<file path="config.mk">
export PLATFORM = sky130hd
export DESIGN_NAME = tor_router
export DESIGN_NICKNAME = d
export VERILOG_FILES = /design/src/hdl/tor_pkg.sv /design/src/hdl/tor_pulse.sv /design/src/hdl/tor_router.sv
export SDC_FILE = /design/constraint.sdc
export NUM_CORES = 1
export LEC_CHECK = 0
export ABC_CLOCK_PERIOD_IN_PS = 1500
export BUFFER_PORTS_ARGS = -buffer_cell sky130_fd_sc_hd__buf_2
export CAP_MARGIN = 20
export CORE_AREA = 5 5 111 113
export CTS_CLUSTER_SIZE = 30
export DETAILED_ROUTE_END_ITERATION = 6
export DIE_AREA = 0 0 116 118
export GPL_TIMING_DRIVEN = 0
export PLACE_DENSITY_LB_ADDON = 0.05
export SKIP_CTS_REPAIR_TIMING = 1
export SYNTH_ARGS = -nofsm -noshare
export SYNTH_HDL_FRONTEND = slang
export SYNTH_HIERARCHICAL = 1
export SYNTH_SLANG_ARGS = --single-unit
</file>
<file path="constraint.sdc">
create_clock -name CLK -period 1.5 [get_ports CLK]
set_input_delay 0.075 -clock CLK [delete_from_list [all_inputs] [get_ports CLK]]
set_output_delay 0.075 -clock CLK [all_outputs]
set_load 0.03 [all_outputs]
</file>
<file path="src/hdl/tor_pkg.sv">
/*
  Shared constants and carrier types of the trigger output router: command codes,
  output counts, pulse timing and the invalid-measurement sentinel.
  Assumes a single 25 MHz clock domain and a command source that issues one command
  at a time.
*/
package tor_pkg;

  // Output counts.
  localparam int TTL_LINES = 8;
  localparam int ECL_LINES = 2;

  // Clock and pulse timing; a least time rounds up to whole cycles.
  localparam int CLK_NS = 40;
  localparam int PULSE_NS = 200;
  localparam int PULSE_CYC = (PULSE_NS + CLK_NS - 1) / CLK_NS;
  localparam int CNT_W = 8;
  localparam logic [CNT_W-1:0] PULSE_LOAD = CNT_W'(PULSE_CYC - 1);

  // Response word values.
  localparam logic [31:0] RESP_ON = 32'h0000_0001;
  localparam logic [31:0] RESP_OFF = 32'h0000_0000;
  // Single-precision encoding of 9.99999E+37, returned for an invalid measurement.
  localparam logic [31:0] SENTINEL = 32'h7e96_768f;

  // Command codes.
  localparam logic [3:0] OP_NONE = 4'h0;
  localparam logic [3:0] OP_SET_MASTER = 4'h1;
  localparam logic [3:0] OP_SET_TTL = 4'h2;
  localparam logic [3:0] OP_SET_ECL = 4'h3;
  localparam logic [3:0] OP_SET_EXT = 4'h4;
  localparam logic [3:0] OP_QRY_MASTER = 4'h5;
  localparam logic [3:0] OP_QRY_TTL = 4'h6;
  localparam logic [3:0] OP_QRY_ECL = 4'h7;
  localparam logic [3:0] OP_QRY_EXT = 4'h8;
  localparam logic [3:0] OP_START = 4'h9;
  localparam logic [3:0] OP_FETCH = 4'ha;
  localparam logic [3:0] OP_READ = 4'hb;

  // One command word.
  typedef struct packed {
    logic [3:0] op;
    logic [2:0] idx;
    logic value;
    logic has_func;
  } tor_cmd_s;

  // Measurement sequencer states.
  typedef enum logic [1:0] {
    MS_IDLE = 2'b00,
    MS_WAIT = 2'b01
  } tor_meas_e;

endpackage

</file>
<file path="src/hdl/tor_pulse.sv">
/*
  Non-retriggerable one-shot that times every trigger output pulse.
  Assumes the caller gates the fire input with its own clock enable context.
*/
`timescale 1ns/100ps
module tor_pulse import tor_pkg::*; (
  // Clock, reset and clock enable.
  input wire logic clk,
  input wire logic nrst,
  input wire logic ce,
  // Trigger in, pulse window out.
  input wire logic fire,
  output logic active
);

  logic [CNT_W-1:0] count_q;
  logic active_q;

  // A trigger during a pulse is ignored so the pulse is never stretched or split.
  always_ff @(posedge clk or negedge nrst) begin
    if (!nrst) begin
      count_q <= '0;
      active_q <= 1'b0;
    end else if (ce) begin
      if (fire && !active_q) begin
        count_q <= PULSE_LOAD;
        active_q <= 1'b1;
      end else if (count_q != '0) begin
        count_q <= count_q - CNT_W'(1);
      end else begin
        active_q <= 1'b0;
      end
    end
  end

  assign active = active_q;

endmodule // tor_pulse

</file>
<file path="src/hdl/tor_router.sv">
/*
  Trigger output router: enables, trigger pulse outputs, enable queries and the
  read-measurement sequencer feeding the response buffer.
  Assumes commands and measurement handshakes are synchronous to CLK, and that the
  response buffer downstream honours the flush strobe before the next word.
*/
// Overview of operation
// - Master enable off blocks every trigger output.
// - Master enable query answers on or off.
// - Each TTL line has its own enable.
// - Enabled TTL lines pulse on each trigger that arrives outside a pulse.
// - TTL pulses go low from high idle.
// - All outputs may be enabled together.
// - Output pulses only with both enables set.
// - TTL line enable query answers on/off.
// - Instrument reset clears all enables.
// - Read starts measurement then fetches result.
// - Read discards stale response buffer data.
// - Invalid result returns the fixed sentinel.
// - Bare read after reset raises error.
// - Enabled ECL lines pulse active high.
// - Front connector pulses low when enabled.
`timescale 1ns/100ps
module tor_router import tor_pkg::*; (
  // Clock, reset, clock enable.
  input wire logic CLK,
  input wire logic NRST,
  input wire logic CE,
  // Command port and instrument reset.
  input wire logic CMD_VALID,
  input wire tor_cmd_s CMD,
  output logic CMD_READY,
  input wire logic SOFT_RST,
  // Internal trigger event.
  input wire logic TRIG_EVENT,
  // Trigger outputs.
  output logic [TTL_LINES-1:0] TTL_N,
  output logic [ECL_LINES-1:0] ECL,
  output logic EXT_N,
  // Enable readback.
  output logic MASTER_EN,
  // Measurement engine handshake.
  output logic MEAS_START,
  input wire logic MEAS_DONE,
  input wire logic MEAS_VALID,
  input wire logic [31:0] MEAS_RESULT,
  // Response buffer.
  output logic RESP_VALID,
  output logic [31:0] RESP_DATA,
  output logic RESP_FLUSH,
  output logic ERR
);

  // Decode a line index to a one-hot mask; used by both set and query paths.
  function automatic logic [TTL_LINES-1:0] line_mask(input logic [2:0] idx);
    line_mask = TTL_LINES'(1) << idx;
  endfunction

  ////////////////////////////////////////////////////////////////////////////////
  // Command acceptance.

  logic cmd_take;
  logic master_en_q;
  logic [TTL_LINES-1:0] ttl_en_q;
  logic [ECL_LINES-1:0] ecl_en_q;
  logic ext_en_q;
  logic cmd_ready_q;
  tor_meas_e state_q;

  // Commands are only taken while the sequencer is idle.
  assign cmd_take = CMD_VALID && cmd_ready_q && !SOFT_RST;

  ////////////////////////////////////////////////////////////////////////////////
  // Enable registers.

  // Instrument reset wins over a command in the same cycle.
  always_ff @(posedge CLK or negedge NRST) begin
    if (!NRST) begin
      master_en_q <= 1'b0;
      ttl_en_q <= '0;
      ecl_en_q <= '0;
      ext_en_q <= 1'b0;
    end else if (CE) begin
      if (SOFT_RST) begin
        master_en_q <= 1'b0;
        ttl_en_q <= '0;
        ecl_en_q <= '0;
        ext_en_q <= 1'b0;
      end else if (cmd_take) begin
        // Each enable is independent, so any combination may be on together.
        case (CMD.op)
          OP_SET_MASTER: master_en_q <= CMD.value;
          OP_SET_TTL: begin
            if (CMD.value) begin
              ttl_en_q <= ttl_en_q | line_mask(CMD.idx);
            end else begin
              ttl_en_q <= ttl_en_q & ~line_mask(CMD.idx);
            end
          end
          OP_SET_ECL: ecl_en_q[CMD.idx[0]] <= CMD.value;
          OP_SET_EXT: ext_en_q <= CMD.value;
          default: ;
        endcase
      end
    end
  end

  ////////////////////////////////////////////////////////////////////////////////
  // Trigger pulse generation.

  logic pulse_active;
  logic trig_accept;
  logic [TTL_LINES-1:0] ttl_gate_q;
  logic [ECL_LINES-1:0] ecl_gate_q;
  logic ext_gate_q;
  logic [TTL_LINES-1:0] ttl_n_q;
  logic [ECL_LINES-1:0] ecl_q;
  logic ext_n_q;

  assign trig_accept = TRIG_EVENT && !pulse_active;

  tor_pulse u_pulse (
    .clk(CLK),
    .nrst(NRST),
    .ce(CE),
    .fire(TRIG_EVENT),
    .active(pulse_active)
  );

  // The line enables are sampled at the trigger so a line-enable write mid-pulse cannot chop it.
  always_ff @(posedge CLK or negedge NRST) begin
    if (!NRST) begin
      ttl_gate_q <= '0;
      ecl_gate_q <= '0;
      ext_gate_q <= 1'b0;
    end else if (CE && trig_accept) begin
      ttl_gate_q <= ttl_en_q;
      ecl_gate_q <= ecl_en_q;
      ext_gate_q <= ext_en_q;
    end
  end

  // The live master enable still cuts every output at once when it drops.
  genvar gi;
  generate
    for (gi = 0; gi < TTL_LINES; gi++) begin : g_ttl
      always_ff @(posedge CLK or negedge NRST) begin
        if (!NRST) begin
          ttl_n_q[gi] <= 1'b1;
        end else if (CE) begin
          ttl_n_q[gi] <= !(pulse_active && ttl_gate_q[gi] && master_en_q);
        end
      end
    end
    for (gi = 0; gi < ECL_LINES; gi++) begin : g_ecl
      always_ff @(posedge CLK or negedge NRST) begin
        if (!NRST) begin
          ecl_q[gi] <= 1'b0;
        end else if (CE) begin
          ecl_q[gi] <= pulse_active && ecl_gate_q[gi] && master_en_q;
        end
      end
    end
  endgenerate

  // Front connector idles high and pulses low.
  always_ff @(posedge CLK or negedge NRST) begin
    if (!NRST) begin
      ext_n_q <= 1'b1;
    end else if (CE) begin
      ext_n_q <= !(pulse_active && ext_gate_q && master_en_q);
    end
  end

  ////////////////////////////////////////////////////////////////////////////////
  // Measurement sequencer and response buffer.

  logic deliver_q;
  logic meas_have_q;
  logic result_ok_q;
  logic [31:0] result_q;
  logic meas_start_q;
  logic resp_valid_q;
  logic [31:0] resp_data_q;
  logic resp_flush_q;
  logic err_q;
  logic [31:0] meas_word;

  // An invalid measurement is replaced by the sentinel before it is stored.
  assign meas_word = MEAS_VALID ? MEAS_RESULT : SENTINEL;

  // One process owns the sequencer and every response strobe.
  always_ff @(posedge CLK or negedge NRST) begin
    if (!NRST) begin
      state_q <= MS_IDLE;
      cmd_ready_q <= 1'b1;
      deliver_q <= 1'b0;
      meas_have_q <= 1'b0;
      result_ok_q <= 1'b0;
      result_q <= '0;
      meas_start_q <= 1'b0;
      resp_valid_q <= 1'b0;
      resp_data_q <= '0;
      resp_flush_q <= 1'b0;
      err_q <= 1'b0;
    end else if (CE) begin
      meas_start_q <= 1'b0;
      resp_valid_q <= 1'b0;
      resp_flush_q <= 1'b0;
      err_q <= 1'b0;
      if (SOFT_RST) begin
        // Reset forgets the last measurement; a bare read must then fail.
        state_q <= MS_IDLE;
        cmd_ready_q <= 1'b1;
        meas_have_q <= 1'b0;
        result_ok_q <= 1'b0;
      end else begin
        case (state_q)
          MS_IDLE: begin
            if (cmd_take) begin
              case (CMD.op)
                OP_QRY_MASTER: begin
                  resp_valid_q <= 1'b1;
                  resp_data_q <= master_en_q ? RESP_ON : RESP_OFF;
                end
                OP_QRY_TTL: begin
                  resp_valid_q <= 1'b1;
                  resp_data_q <= |(ttl_en_q & line_mask(CMD.idx)) ? RESP_ON : RESP_OFF;
                end
                OP_QRY_ECL: begin
                  resp_valid_q <= 1'b1;
                  resp_data_q <= ecl_en_q[CMD.idx[0]] ? RESP_ON : RESP_OFF;
                end
                OP_QRY_EXT: begin
                  resp_valid_q <= 1'b1;
                  resp_data_q <= ext_en_q ? RESP_ON : RESP_OFF;
                end
                OP_START: begin
                  meas_start_q <= 1'b1;
                  meas_have_q <= 1'b1;
                  deliver_q <= 1'b0;
                  state_q <= MS_WAIT;
                  cmd_ready_q <= 1'b0;
                end
                OP_FETCH: begin
                  if (result_ok_q) begin
                    resp_valid_q <= 1'b1;
                    resp_data_q <= result_q;
                  end else begin
                    err_q <= 1'b1;
                  end
                end
                OP_READ: begin
                  if (!CMD.has_func && !meas_have_q) begin
                    err_q <= 1'b1;
                  end else begin
                    // Start, then fetch once done, after flushing stale words.
                    resp_flush_q <= 1'b1;
                    meas_start_q <= 1'b1;
                    meas_have_q <= 1'b1;
                    deliver_q <= 1'b1;
                    state_q <= MS_WAIT;
                    cmd_ready_q <= 1'b0;
                  end
                end
                default: ;
              endcase
            end
          end
          MS_WAIT: begin
            if (MEAS_DONE) begin
              result_q <= meas_word;
              result_ok_q <= 1'b1;
              resp_valid_q <= deliver_q;
              resp_data_q <= deliver_q ? meas_word : resp_data_q;
              state_q <= MS_IDLE;
              cmd_ready_q <= 1'b1;
            end
          end
          default: begin
            state_q <= MS_IDLE;
            cmd_ready_q <= 1'b1;
          end
        endcase
      end
    end
  end

  ////////////////////////////////////////////////////////////////////////////////
  // Output assignments, all straight from flip-flops.

  assign CMD_READY = cmd_ready_q;
  assign TTL_N = ttl_n_q;
  assign ECL = ecl_q;
  assign EXT_N = ext_n_q;
  assign MASTER_EN = master_en_q;
  assign MEAS_START = meas_start_q;
  assign RESP_VALID = resp_valid_q;
  assign RESP_DATA = resp_data_q;
  assign RESP_FLUSH = resp_flush_q;
  assign ERR = err_q;
endmodule // tor_router

</file>
* Yosys cells after proc, flatten, opt, wreduce, memory -nomap -nowiden
Cells that the tools add are included.
Operators by class: mux-type cells 74, bitwise operators 5, eq/ne operators 24, shift-type cells 1, reduce and logical (&&, ||, !) cells 69, add/subtract/negate cells 1, $lt $le $gt $ge 2
Operator list (count):
- 32-bit 2-to-1 mux | 5
- 32-bit case mux with 5 select lines | 1
- 32-bit case mux with 2 select lines | 1
- 8-bit 2-to-1 mux | 6
- 1-bit 2-to-1 mux | 42
- 1-bit logical AND | 28
- 2-bit nonzero test | 11
- 8-bit AND | 2
- 4-bit by 3-bit == test with 1-bit output (second input constant) | 4
- 4-bit == test (second input constant) | 4
- 1-bit case mux with 2 select lines | 8
- 3-bit AND reduction | 5
- 2-bit 2-to-1 mux | 7
- 1-bit zero test | 13
- 3-bit inequality test (second input constant) | 4
- 2-bit inequality test (second input constant) | 5
- 5-bit AND reduction | 2
- 4-bit by 2-bit == test with 1-bit output (second input constant) | 2
- 8-bit NOT | 1
- 8-bit OR | 1
- 2-bit case mux with 2 select lines | 2
- 8-bit AND reduction | 1
- 8-bit nonzero test | 1
- 8-bit OR reduction | 1
- 18 further kinds | 19
Word-level totals: output and inout port bits 49, bits of input ports 49, register bits 117, logic and storage cells 207

* Logic depth before layout (Yosys ltp)
depth after elaboration 8, mapped depth 8, gate-level depth less buffers 6

* Cells and area by module
Netlist, hierarchy kept.
Modules (own cells, without submodules):
- tor_router | sequential area each 2690.1 um^2, cells an instance 459, times used 1, area an instance 4934.7 um^2
- tor_pulse | sequential area each 225.2 um^2, cells an instance 57, times used 1, area an instance 513.0 um^2

* Worst setup path after synthesis
Ideal clock, no wire load.
path kind register -> register, start register cmd_ready_q (netlist: CMD_READY), end register ttl_en_q[2], setup slack -310 ps, library setup time 80 ps, stages on the path, launching flop included 6, data required time 1420 ps, arrival 1730 ps, cells stage by stage dfstp_2 -> nand3_1 -> o41a_1 -> or2_4 -> nor3b_2 -> mux2i_1
On the way: word-level cells in the longest chain between the ends 4
RTL lines:
- start: declaration | line tor_router.sv:67 | logic cmd_ready_q;
- start signal: assignment | line tor_router.sv:196 | cmd_ready_q <= 1'b1;
- start signal: assignment | line tor_router.sv:214 | cmd_ready_q <= 1'b1;
- start signal: assignment | line tor_router.sv:243 | cmd_ready_q <= 1'b0;
- 1-bit logical AND (2 in a row) | line tor_router.sv:71 | assign cmd_take = CMD_VALID && cmd_ready_q && !SOFT_RST;
- 2-bit nonzero test (no line)
- 3-bit AND reduction (no line)
- end signal: assignment | line tor_router.sv:95 | ttl_en_q <= ttl_en_q | line_mask(CMD.idx);
- end signal: assignment | line tor_router.sv:97 | ttl_en_q <= ttl_en_q & ~line_mask(CMD.idx);
- end: declaration | line tor_router.sv:64 | logic [TTL_LINES-1:0] ttl_en_q;
No other way between the ends. A chain may end at the register's enable or synchronous reset.

* Worst setup path after layout
start register cmd_ready_q (netlist: CMD_READY), end register resp_data_q[1] (netlist: RESP_DATA[1])
On the way: word-level cells in the longest chain between the ends 4
RTL lines:
- 1-bit logical AND (2 in a row) | line tor_router.sv:71
- 2-bit inequality test (no line)
- 8-bit AND reduction (no line)
- end signal: assignment | line tor_router.sv:224 | resp_data_q <= master_en_q ? RESP_ON : RESP_OFF;
- end signal: assignment | line tor_router.sv:228 | resp_data_q <= |(ttl_en_q & line_mask(CMD.idx)) ? RESP_ON : RESP_OFF;
- end signal: assignment | line tor_router.sv:232 | resp_data_q <= ecl_en_q[CMD.idx[0]] ? RESP_ON : RESP_OFF;
- end: declaration | line tor_router.sv:184 | logic [31:0] resp_data_q;
No other way between the ends.

==> metrics.md <==
| Metric | Value |
|---|---|
| CP max stage delay | `around 0.56 ns` |
| Count of input and output buffers | `93` |
| Most frequent cell after synthesis | `dfrtp_1` |
| Pre-CTS setup slack | `-0.343 ns` |
| Fmax | `a little under 600 MHz` |
| Peak VDD IR | `1350 uV` |
| Vias in the first global route | `between 4k and 5k` |
| Status | `complete, but fails checks` |
| Met1 Use GR | `between 20% and 30%` |
| Final Skew | `0.00809 ns` |
| Clk Latency, worst-skew pair | `0.42 ns` |
| Net count after synthesis | `566` |
| Slowest library cell on the worst path | `dfstp_2` |
| CTS Buffer Depth | `2` |
| Worst-margin pin slew | `between 0.6 and 0.7 ns` |
| CTS H-Tree Depth | `4` |
| Global-route total usage across every layer | `~20%` |
| Fin crit period | `approximately 1.7 ns` |
| List of most frequent post-synthesis cells | `dfrtp_1, nand2_1, a22oi_1, o21ai_0, mux2_2` |
| Post-route ant nets | `0` |
| GR Util met2 | `between 30% and 40%` |
| Area contributors post-synth | `dfrtp_1, nand2_1, mux2_2, dfstp_2, a22oi_1` |
| Num CTS Buffers | `17` |
| Met3 Use GR | `between 7 and 8%` |
| Critical Path Fanout Max | `10` |
| Startpoint types | `flop` |
| Gr busiest metal | `met2` |
| Endpoints failing setup | `45` |
| Layout cell share with drive strength beyond 1 | `36.4%` |
| Post-Place Cells | `between 700 and 800` |
| 1st-iter DRT viols | `304` |
| RSZ-0062 raised after global routing | `yes` |
| Post-synthesis average cell area | `approximately 11 um^2` |
| Seq cells post-synth | `about 120` |
| CTS Sinks | `116` |
| Period Utilization, post-route | `115%` |
| Post-synth EDFFs | `0` |
| # rows | `39` |
| Crit path capture type | `flop` |
| Die width | `between 100 and 150 um` |
| Sequential-to-total area share from yosys stat | `between 50% and 60%` |
| Yosys cell types | `between 50 and 60` |
| Final WS setup | `-0.227 ns` |
| Die area | `approximately 14000 um^2` |
| Yosys warnings | `6` |
| First-pass GRT wire length | `about 22000 um` |
| Remaining DRCs | `0` |
| Worst Hold Class | `input pin to flop` |
| Post-synth top area cell | `dfrtp_1` |
| Mapped Cells | `around 520` |
| Pleak | `roughly 3.3 nW` |
| Via count | `approximately 4.4k` |
| Async S/R FF share, synth | `100%` |
| Max Cap Violations | `0` |
| Initial antenna violation count | `0` |
| Pwr dens | `around 1500 nW/um^2` |
| Top_reg_cell synth | `dfrtp_1` |
| Crit path top cell by count | `buf_6` |
| Via/cell ratio | `5.42` |
| Failing checks | `negative setup slack` |
| First drt pass iteration count | `4` |
| Height of the die | `between 100 and 150 um` |
| Synth top area share | `between 40% and 50%` |
| Clock tree from TritonCTS | `yes` |
| Core area | `between 10000 and 15000 um^2` |
| Filler cells | `slightly below 1k` |
| Non-Filler Instances | `811` |
| WP data required | `~1.8 ns` |
| Final-stage net count | `about 710` |
| Rel. slew slack | `between 50 and 60%` |
| GP Congestion | `between 0.8 and 0.9` |
| I/O pin cnt | `between 90 and 100` |
| Initial Utilization | `between 40% and 50%` |
| GR Overflow Total | `0` |
| Area taken by multi-input logic gates | `between 2000 and 2500 um^2` |
| WL/cell | `approximately 17 um` |
| Root Buffer | `clkbuf_16` |
| Final WL | `about 14000 um` |
| Synth Cell Area | `between 5000 and 6000 um^2` |
| Hold Violations, Final | `0` |
| WS Path Type | `flop to flop` |
| Clk pin slew, worst setup/hold paths | `about 0.05 ns` |
| Slew Limit Fails | `0` |
| CP Cell Sequence | `buf_4 -> nand2_4 -> nor4_4 -> a22oi_2 -> buf_6 -> buf_6 -> nand2_1 -> o21ai_1` |
| Data arrival time of the critical path | `~2.0 ns` |
| Largest net degree at the start of global routing | `69` |
| Hpwl dp | `approximately 9300 um` |
| ANT cells | `0` |
| Area Growth Syn to Fin | `30.1%` |
| Storage cell area | `slightly below 3000 um^2` |
## worst paths after layout
path / slack, ns / cells past startpoint / to / from
worst max register to register: -0.23 / 8 / RESP_DATA[1] / CMD_READY
worst min-delay path: 0.006 / 3 / MASTER_EN / CMD[5]
min in group asynchronous: 0.17 / 2 / u_pulse/count_q[5] / NRST
worst max-delay path: -0.23 / 8 / RESP_DATA[1] / CMD_READY
max in group asynchronous: 0.61 / 3 / TTL_N[3] / NRST
worst min register to register: 0.40 / 1 / TTL_N[7] / ttl_gate_q[7]
## stage by stage
step / TNS (ns) / util, % / instance area (um^2) / hold slack, ns / total power [mW]
6_report: -7.59 / 63.1 / 7090 / 0.00576 / 10.5
5_1_grt: -10.62 / 63.1 / 7090 / 0.000123 / 11.0
4_1_cts: -15.12 / 59.7 / 6700 / -0.396 / 10.3
3_5_place_dp: -14.55 / 54.7 / 6140 / 0.0449 / 6.52
3_3_place_gp: -135.60 / 54.4 / 6100 / 0.343 / 6.42
2_1_floorplan: -5.55 / - / 5460 / -0.221 / 5.81
## flip-flops by register name, indices dropped and copies added, names as in the netlist, 8 cells and up
name,count
RESP_DATA,32
TTL_N,8
result_q,32
ttl_en_q,8
ttl_gate_q,8
u_pulse/count_q,8
## cell usage in the layout, fill, tap and decap left out, types with 17 or more instances in the layout
master         synthesis  final
nor2_1                20     20
mux2_2                26     26
o21ai_0               27     25
clkbuf_16              0     18
nand2b_1              19     19
dlygate4sd3_1          0     17
dfrtp_1              106    105
a21oi_1               24     23
nand2_1               84     73
a22oi_1               28     27
o21ai_2               18     18
buf_2                  8    100
## where the power goes
part	internal (mW)	leakage [nW]	switching (mW)
sequential	3.82	1.49	0.456
combinational	1.02	1.55	1.38
clock	2.47	0.280	1.32
total	7.31	3.33	3.16
## cells by family after synthesis
kind of cell | synth area share, %
buffers and inverters | 4.59
flip-flops | 53.5
adder cells (fa/ha/maj) | 0.230
AND/OR/NAND/NOR | 16.0
AO/OA/AOI/OAI | 17.8
multiplexers | 7.95
## critical path: cells and delay by family (launching register included)
| kind | cells | cell delay [ns] |
|---|---|---|
| buffers and inverters | 3 | 0.46 |
| AOI/OAI and AO/OA | 2 | 0.24 |
| DFF | 1 | 0.56 |
| and+or+nand+nor | 3 | 0.34 |
## final cells by class
type / instances / area share [%]
clock buffers: 26 / 7.19
repair buffers: 122 / 10.9
plain buffers: 34 / 3.41
flip-flops and latches: 116 / 41.2
well taps: 143 / 2.52
clock inverters: 5 / 0.706
multi-input cells: 352 / 33.4
inverters: 13 / 0.689
## metal layers
| metal | wire length, um | vias to the layer above |
|---|---|---|
| met5 | 0 | - |
| met2 | 6450 | 110 |
| met4 | 101 | 0 |
| met1 | 6320 | 2167 |
| met3 | 800 | 9 |
| li1 | - | 2109 |
(Power assumes the default switching activity.)
